===== src/core/rhi_pkg.sv =====
// Package of constants and carriers for the RTC host access and interrupt
// service block.
// Assumes a single 25 MHz core clock and BCD time counters kept elsewhere.
package rhi_pkg;

   // Core clock rate and derived timing counts.
   localparam int unsigned CLK_HZ        = 25_000_000;
   localparam int unsigned HALF_SEC_MS   = 500;
   localparam int unsigned POWERUP_MS    = 2000;
   localparam int unsigned HALF_SEC_CYC  = CLK_HZ / 1000 * HALF_SEC_MS;
   localparam int unsigned POWERUP_CYC   = CLK_HZ / 1000 * POWERUP_MS;
   localparam int unsigned HALF_CNT_W    = 24;
   localparam int unsigned PWR_CNT_W     = 26;

   // Periodic select codes.
   localparam logic [2:0] CT_OFF         = 3'h0;
   localparam logic [2:0] CT_LOW         = 3'h1;
   localparam logic [2:0] CT_PULSE_2HZ   = 3'h2;
   localparam logic [2:0] CT_PULSE_1HZ   = 3'h3;
   localparam logic [2:0] CT_LEVEL_SEC   = 3'h4;
   localparam logic [2:0] CT_LEVEL_MIN   = 3'h5;
   localparam logic [2:0] CT_LEVEL_HOUR  = 3'h6;
   localparam logic [2:0] CT_LEVEL_MONTH = 3'h7;

   // Reset values of control state.
   localparam logic       OSC_HALT_RST   = 1'h1;
   localparam logic       FLAG_RST       = 1'h0;

   // BCD limits used to reject unmatchable alarm settings.
   localparam logic [6:0] MIN_MAX        = 7'h59;
   localparam logic [5:0] HOUR_MAX       = 6'h23;
   localparam logic [3:0] DIGIT_MAX      = 4'h9;

   typedef struct packed {
      logic [2:0] ct_sel;
      logic       week_alarm_enable;
      logic       daily_alarm_enable;
   } rhi_ctl_t;

   typedef struct packed {
      logic [6:0] wday_mask;
      logic [5:0] hour;
      logic [6:0] min;
   } rhi_alarm_t;

   typedef struct packed {
      logic [2:0] wday;
      logic [5:0] hour;
      logic [6:0] min;
      logic       sec_zero;
      logic       min_zero;
      logic       hour_zero;
      logic       day_one;
   } rhi_now_t;

   typedef struct packed {
      logic periodic_irq_flag;
      logic week_alarm_flag;
      logic daily_alarm_flag;
      logic osc_halt_flag;
   } rhi_flags_t;

endpackage


===== src/core/rhi_core.sv =====
// Interrupt service and host access timing of a serial real-time clock.
// Assumes the time counters live elsewhere and present their values here.
//
// Summary of operation
// - After a cold power-up the host must wait at least two seconds.
// - The oscillation-halt flag is 1 after cold power and 0 after backup.
// - Any seconds write clears all sub-second divider stages.
// - Writing 0 to the periodic flag withdraws the periodic request.
// - Cancel patterns in the alarm registers never match the time.
// - Level mode drives the periodic pin low until the flag is cleared.
// - Alarm flag writes of 1 do nothing, 0 releases the pin, enable kept.
`timescale 1ns/1ps
module rhi_core #(
   parameter int unsigned HALF_CYC    = rhi_pkg::HALF_SEC_CYC,
   parameter int unsigned POWERUP_CYC = rhi_pkg::POWERUP_CYC
) (
   input  wire logic                core_clk,
   input  wire logic                rst_b,
   input  wire rhi_pkg::rhi_ctl_t   ctl,
   input  wire rhi_pkg::rhi_alarm_t alarm_w,
   input  wire rhi_pkg::rhi_alarm_t alarm_d,
   input  wire rhi_pkg::rhi_now_t   now,
   input  wire logic                sec_write,
   input  wire logic                periodic_flag_wr0,
   input  wire logic                week_flag_wr0,
   input  wire logic                daily_flag_wr0,
   input  wire logic                osc_halt_wr0,
   input  wire logic                osc_stopped,
   output rhi_pkg::rhi_flags_t      flags,
   output logic                     host_ready,
   output logic                     sec_tick,
   output logic                     periodic_irq_out_o,
   output logic                     periodic_irq_out_oe,
   output logic                     week_alarm_irq_out_o,
   output logic                     week_alarm_irq_out_oe,
   output logic                     daily_alarm_irq_out_o,
   output logic                     daily_alarm_irq_out_oe
);
   logic                          first_half;
   logic                          first_quarter;
   logic                          stop_s1_r;
   logic                          stop_s2_r;
   logic [rhi_pkg::PWR_CNT_W-1:0] pwr_cnt_r;
   logic [rhi_pkg::PWR_CNT_W-1:0] pwr_cnt_nxt;
   logic                          ready_r;
   logic                          ready_nxt;
   rhi_pkg::rhi_flags_t           flags_r;
   rhi_pkg::rhi_flags_t           flags_nxt;
   logic                          pin_a_r;
   logic                          pin_a_nxt;
   logic                          lvl_event;
   logic                          minute_edge;
   logic                          w_hit;
   logic                          d_hit;
   logic                          w_valid;
   logic                          d_valid;

   localparam logic [rhi_pkg::PWR_CNT_W-1:0] PWR_LAST =
      rhi_pkg::PWR_CNT_W'(POWERUP_CYC - 1);

   rhi_timebase #(
      .HALF_CYC (HALF_CYC)
   ) u_timebase (
      .core_clk      (core_clk),
      .rst_b         (rst_b),
      .sec_write     (sec_write),
      .sec_tick      (sec_tick),
      .first_half    (first_half),
      .first_quarter (first_quarter)
   );

   // The halt detector sits on the crystal side, so it is synchronised.
   always_ff @(posedge core_clk) begin
      if (!rst_b) begin
         stop_s1_r <= 1'b0;
         stop_s2_r <= 1'b0;
      end else begin
         stop_s1_r <= osc_stopped;
         stop_s2_r <= stop_s1_r;
      end
   end

   // Start-up wait; host_ready only informs, it cannot hold off the bus.
   always_comb begin
      pwr_cnt_nxt = pwr_cnt_r;
      ready_nxt   = ready_r;
      if (!ready_r) begin
         if (pwr_cnt_r == PWR_LAST) begin
            ready_nxt = 1'b1;
         end else begin
            pwr_cnt_nxt = pwr_cnt_r + 1'b1;
         end
      end
   end

   always_ff @(posedge core_clk) begin
      if (!rst_b) begin
         pwr_cnt_r <= '0;
         ready_r   <= 1'b0;
      end else begin
         pwr_cnt_r <= pwr_cnt_nxt;
         ready_r   <= ready_nxt;
      end
   end

   // An invalid BCD minute or hour, as in the cancel patterns, never matches.
   function automatic logic alarm_ok(input rhi_pkg::rhi_alarm_t a);
      alarm_ok = (a.min <= rhi_pkg::MIN_MAX) &&
                 (a.min[3:0] <= rhi_pkg::DIGIT_MAX) &&
                 (a.hour <= rhi_pkg::HOUR_MAX) &&
                 (a.hour[3:0] <= rhi_pkg::DIGIT_MAX);
   endfunction

   assign w_valid     = alarm_ok(alarm_w);
   assign d_valid     = alarm_ok(alarm_d);
   assign minute_edge = sec_tick && now.sec_zero;
   assign w_hit = minute_edge && ctl.week_alarm_enable && w_valid &&
                  alarm_w.wday_mask[now.wday] &&
                  (alarm_w.hour == now.hour) && (alarm_w.min == now.min);
   assign d_hit = minute_edge && ctl.daily_alarm_enable && d_valid &&
                  (alarm_d.hour == now.hour) && (alarm_d.min == now.min);

   always_comb begin
      case (ctl.ct_sel)
         rhi_pkg::CT_LEVEL_SEC:   lvl_event = sec_tick;
         rhi_pkg::CT_LEVEL_MIN:   lvl_event = sec_tick && now.sec_zero;
         rhi_pkg::CT_LEVEL_HOUR:  lvl_event = sec_tick && now.sec_zero &&
                                              now.min_zero;
         rhi_pkg::CT_LEVEL_MONTH: lvl_event = sec_tick && now.sec_zero &&
                                              now.min_zero &&
                                              now.hour_zero && now.day_one;
         default:                 lvl_event = 1'b0;
      endcase
   end

   // Flags: a hardware set in the same cycle as a clear write wins.
   always_comb begin
      flags_nxt = flags_r;
      if (periodic_flag_wr0) begin
         flags_nxt.periodic_irq_flag = 1'b0;
      end
      if (lvl_event) begin
         flags_nxt.periodic_irq_flag = 1'b1;
      end
      if (week_flag_wr0) begin
         flags_nxt.week_alarm_flag = 1'b0;
      end
      if (w_hit) begin
         flags_nxt.week_alarm_flag = 1'b1;
      end
      if (daily_flag_wr0) begin
         flags_nxt.daily_alarm_flag = 1'b0;
      end
      if (d_hit) begin
         flags_nxt.daily_alarm_flag = 1'b1;
      end
      if (osc_halt_wr0) begin
         flags_nxt.osc_halt_flag = 1'b0;
      end
      if (stop_s2_r) begin
         flags_nxt.osc_halt_flag = 1'b1;
      end
   end

   // Reset models a cold start, so the halt flag comes up set.
   always_ff @(posedge core_clk) begin
      if (!rst_b) begin
         flags_r.periodic_irq_flag <= rhi_pkg::FLAG_RST;
         flags_r.week_alarm_flag   <= rhi_pkg::FLAG_RST;
         flags_r.daily_alarm_flag  <= rhi_pkg::FLAG_RST;
         flags_r.osc_halt_flag     <= rhi_pkg::OSC_HALT_RST;
      end else begin
         flags_r <= flags_nxt;
      end
   end

   // Pin drive is registered so the open-drain enable never glitches.
   always_comb begin
      case (ctl.ct_sel)
         rhi_pkg::CT_OFF:       pin_a_nxt = 1'b0;
         rhi_pkg::CT_LOW:       pin_a_nxt = 1'b1;
         rhi_pkg::CT_PULSE_2HZ: pin_a_nxt = first_quarter;
         rhi_pkg::CT_PULSE_1HZ: pin_a_nxt = first_half;
         default: begin
            pin_a_nxt = flags_nxt.periodic_irq_flag;
         end
      endcase
   end

   always_ff @(posedge core_clk) begin
      if (!rst_b) begin
         pin_a_r <= 1'b0;
      end else begin
         pin_a_r <= pin_a_nxt;
      end
   end

   assign flags                  = flags_r;
   assign host_ready             = ready_r;
   assign periodic_irq_out_o     = 1'b0;
   assign periodic_irq_out_oe    = pin_a_r;
   assign week_alarm_irq_out_o   = 1'b0;
   assign week_alarm_irq_out_oe  = flags_r.week_alarm_flag;
   assign daily_alarm_irq_out_o  = 1'b0;
   assign daily_alarm_irq_out_oe = flags_r.daily_alarm_flag;
endmodule


===== src/core/rhi_timebase.sv =====
// Half-second divider that times the sub-second stages of the clock.
// Assumes core_clk at the package rate; HALF_CYC may be shortened in sim.
`timescale 1ns/1ps
module rhi_timebase #(
   parameter int unsigned HALF_CYC = rhi_pkg::HALF_SEC_CYC
) (
   input  wire logic core_clk,
   input  wire logic rst_b,
   input  wire logic sec_write,
   output logic      sec_tick,
   output logic      first_half,
   output logic      first_quarter
);
   logic [rhi_pkg::HALF_CNT_W-1:0] cnt_r;
   logic [rhi_pkg::HALF_CNT_W-1:0] cnt_nxt;
   logic                           half_r;
   logic                           half_nxt;
   logic                           wrap;

   localparam logic [rhi_pkg::HALF_CNT_W-1:0] LAST =
      rhi_pkg::HALF_CNT_W'(HALF_CYC - 1);
   localparam logic [rhi_pkg::HALF_CNT_W-1:0] QUART =
      rhi_pkg::HALF_CNT_W'(HALF_CYC / 2);

   assign wrap          = (cnt_r == LAST);
   assign sec_tick      = wrap && half_r && !sec_write;
   assign first_half    = !half_r;
   assign first_quarter = (cnt_r < QUART);

   always_comb begin
      cnt_nxt  = wrap ? '0 : cnt_r + 1'b1;
      half_nxt = wrap ? !half_r : half_r;
      if (sec_write) begin
         // All fractional stages restart so the new second is full length.
         cnt_nxt  = '0;
         half_nxt = 1'b0;
      end
   end

   always_ff @(posedge core_clk) begin
      if (!rst_b) begin
         cnt_r  <= '0;
         half_r <= 1'b0;
      end else begin
         cnt_r  <= cnt_nxt;
         half_r <= half_nxt;
      end
   end
endmodule


===== config.mk =====
export PLATFORM = sky130hd
export DESIGN_NAME = rhi_core
export DESIGN_NICKNAME = d
export VERILOG_FILES = /design/src/core/rhi_pkg.sv /design/src/core/rhi_core.sv /design/src/core/rhi_timebase.sv
export SDC_FILE = /design/constraint.sdc
export NUM_CORES = 1
export LEC_CHECK = 0
export BUFFER_PORTS_ARGS = -buffer_cell sky130_fd_sc_hd__buf_2
export CORE_UTILIZATION = 48
export DETAILED_ROUTE_END_ITERATION = 6
export GPL_ROUTABILITY_DRIVEN = 0
export PLACE_DENSITY = 0.83
export SLEW_MARGIN = 10
export SYNTH_ARGS = -nofsm -noshare
export SYNTH_HDL_FRONTEND = slang
export SYNTH_SLANG_ARGS = --single-unit

===== constraint.sdc =====
create_clock -name core_clk -period 1.8 [get_ports core_clk]
set_input_delay 0.18 -clock core_clk [delete_from_list [all_inputs] [get_ports core_clk]]
set_output_delay 0.18 -clock core_clk [all_outputs]
set_load 0.01 [all_outputs]

==> flow_summary.json <==
{
  "async_flop_share_pct": 0,
  "clkSlewWorstSetupHoldPaths_ps": 60,
  "via_count": 3099,
  "place_inst": 546,
  "maxCapViolations": 0,
  "root_buffer": "clkbuf_8",
  "hpwlAfterDp_um": 5560,
  "hold_viol": 0,
  "initial_core_util_pct": 50.1,
  "fin_crit_sh_pct": 115,
  "yosys_register_bits": 59,
  "max_freq_mhz": 483,
  "crit_path_start_kind": "register",
  "clock_latency_ps": 340,
  "post_drt_wl_per_cell_um": 14.3,
  "final_antenna_net_count": 0,
  "cp_cell_sequence": "or4_4 -> or4_4 -> nor2_4 -> buf_6",
  "drc": 0,
  "reg2reg_slack_ps": -230,
  "syn_area_mm2": 0.00320,
  "syn_to_final_growth_pct": 33.6,
  "cts_htree_levels": 3,
  "cp_max_fo": 3,
  "crit_start": "u_timebase.cnt_r[7]",
  "crit_top_cell": "or4_4",
  "synth-simple-area-share_pct": 32.9,
  "setup_viol": 28,
  "dr.first_iter.drc_count": 178,
  "cp.required_ps": 1620,
  "synth_top_cell_area_share_pct": 36.9,
  "first_pass_iters": 4,
  "yosys-top-cells-count": "dfxtp_1 (59), nor2_1 (35), xnor2_1 (35), nand2_1 (31), and2_1 (24)",
  "cp_slowest_cell": "or4_4",
  "regToRegEndpoint": "daily_alarm_irq_out_oe",
  "grt_setup_unrepaired": "yes",
  "p_total_mw": 2.79,
  "tightest_slew_ps": 533,
  "grt_use_total_pct": 23.9,
  "finalNonFillerCells": 570,
  "synth_enable_flop_cells": 0,
  "outcome": "finished with violations",
  "p_leak_nw": 1.76,
  "finClkSkew_ps": 9.23,
  "port_buffers": 74,
  "cts_made_buffers": 9,
  "synth-warning-count": 0,
  "grt_max_degree": 41,
  "arrival_ps": 1890,
  "ioPinCount": 85,
  "reg2reg_from": "u_timebase.cnt_r[7]",
  "antenna_found_initial": 0,
  "peakVddDrop_mv": 0.649,
  "diodes": 0,
  "grt_pass1_vias": 3155,
  "hold_start": "osc_stopped",
  "ys.flop_type": "dfxtp_1",
  "powerDensity_mw_per_mm2": 654,
  "critical_path_class": "reg2out",
  "finalWirelength_um": 8180,
  "clock_sinks": 59,
  "slowest_delay_ps": 530,
  "postSynthCellCount": 380,
  "r2r_cells": 7,
  "min_period_ps": 2070,
  "die_y_um": 83.6,
  "synth_fa_ha_area_share_pct": 0.782,
  "overflow": 0,
  "die_width_um": 83.6,
  "maxSlewHeadroom_pct": 63.9,
  "synth_area_leaders": "dfxtp_1 (37%), xnor2_1 (9.6%), xor2_1 (6.0%)",
  "ys_seq_area_share_pct": 36.9,
  "core-area_mm2": 0.00639,
  "cts_buffer_depth": 2,
  "rows": 29,
  "muxShareOfSynthArea_pct": 1.56,
  "yosysMostFrequentCell": "dfxtp_1",
  "drv_slew": 0,
  "hp-class": "in2reg",
  "grt_pass1_wl_um": 13500,
  "cts_tree": "done",
  "holdPathEnd": "stop_s1_r",
  "fin_nets": 564,
  "synthDistinctLibCells": 52,
  "synth_top_family_by_area": "simple AND/OR/NAND/NOR gates",
  "synth.largest_area_cell": "dfxtp_1",
  "syn_avg_cell_area_um2": 8.42,
  "die-area_mm2": 0.00700,
  "worstSetupEndpointType": "output pin",
  "worst_slack_ps": -270,
  "hold_depth": 2,
  "synth_xor_xnor_area_share_pct": 15.6,
  "violations": "setup timing",
  "synth_compound_area_share_pct": 8.64,
  "via_per_inst": 5.44,
  "drive_gt1_share_pct": 29.4
}
==> registers in the layout, summed over array words and instances, names as in the netlist <==
signal / flops
u_timebase.cnt_r: 24
daily_alarm_irq_out_oe: 1
periodic_irq_out_oe: 1
pwr_cnt_r: 26
stop_s2_r: 1
host_ready: 1
stop_s1_r: 1
week_alarm_irq_out_oe: 1
flags: 2
u_timebase.half_r: 1
==> layout by cell type (no fill, tap or decap), types with 3 or more instances in the layout <==
cell type	instances
a21oi_1	8
xor2_1	22
nor2_1	35
inv_1	10
nor4_1	4
nand2b_1	10
buf_4	26
nor4b_1	4
and3_1	5
nand4_1	11
nor3_1	11
clkbuf_8	11
and4_1	5
mux2i_1	5
dfxtp_1	56
nand3_1	21
xnor2_1	35
buf_6	5
buf_2	74
a2111oi_0	3
and2_1	24
dfxtp_2	3
conb_1	3
nand2_1	31
or3_1	3
nand3b_1	3
o21ai_0	11
nor2b_1	5
or4_4	3
==> stage by stage <==
stage	area (um^2)	worst slack (ps)	util [%]	TNS, ps	hold WS (ps)
final	4270	-270	66.9	-4810	56.9
after global routing	4270	-332	66.9	-5970	52.8
after CTS	4100	-268	64.1	-777	38.0
after detailed placement	3830	-28.1	60.0	-40.5	395
after global placement	3830	-20.3	60.0	-23.4	389
after floorplan	3220	0.436	-	0	307
==> logic make-up after synthesis <==
kind of cell    Yosys count
flops                    59
xor+xnor                 57
fa+ha+maj                 2
other cells               1
buf+inv                  24
simple gates            191
compound gates           41
mux                       5
==> critical path, delay by kind of cell (launching register included) <==
family,cells,cell delay [ps]
simple gates,3,1110
flops,1,320
buf+inv,1,120
==> worst max-delay path by stage <==
stage	to	slack [ps]
2_1_floorplan	daily_alarm_irq_out_oe	0.4
4_1_cts	sec_tick	-270
6_report	sec_tick	-270
3_3_place_gp	periodic_irq_out_oe	-20
5_1_grt	sec_tick	-330
3_5_place_dp	periodic_irq_out_oe	-30
==> layout make-up <==
class	count	area, um^2
multi-input combinational	299	2030
fill	486	2110
inverter	10	37.5
tap	77	96.3
timing repair buffer	110	727
clock inverter	2	35.0
sequential	59	1180
clock buffer	13	159
==> power by group <==
group          internal, mW  switching, mW  total [mW]  leakage [nW]
registers              1.32        0.00759        1.33         0.479
clock network         0.706          0.485        1.19        0.0995
logic                 0.145          0.131       0.276          1.18
==> what timing repair did <==
action / 4_1_cts / 5_1_grt
gates cloned: 1 / 2
hold buffers: 0 / 0
setup buffers: 3 / 4
resized for setup: 9 / 21
setup endpoints to repair: 4 / 36
pin swaps: 2 / 10
==> per-layer routing <==
layer / GRT usage, % / vias to the layer above / share of wire [%]
met5: 0 / - / 0
met4: 9.24 / 0 / 2.6
met3: 7.32 / 23 / 4.2
met2: 42.1 / 67 / 51
met1: 26.8 / 1474 / 42
li1: - / 1535 / -
Power figures use the tool's default switching activity.
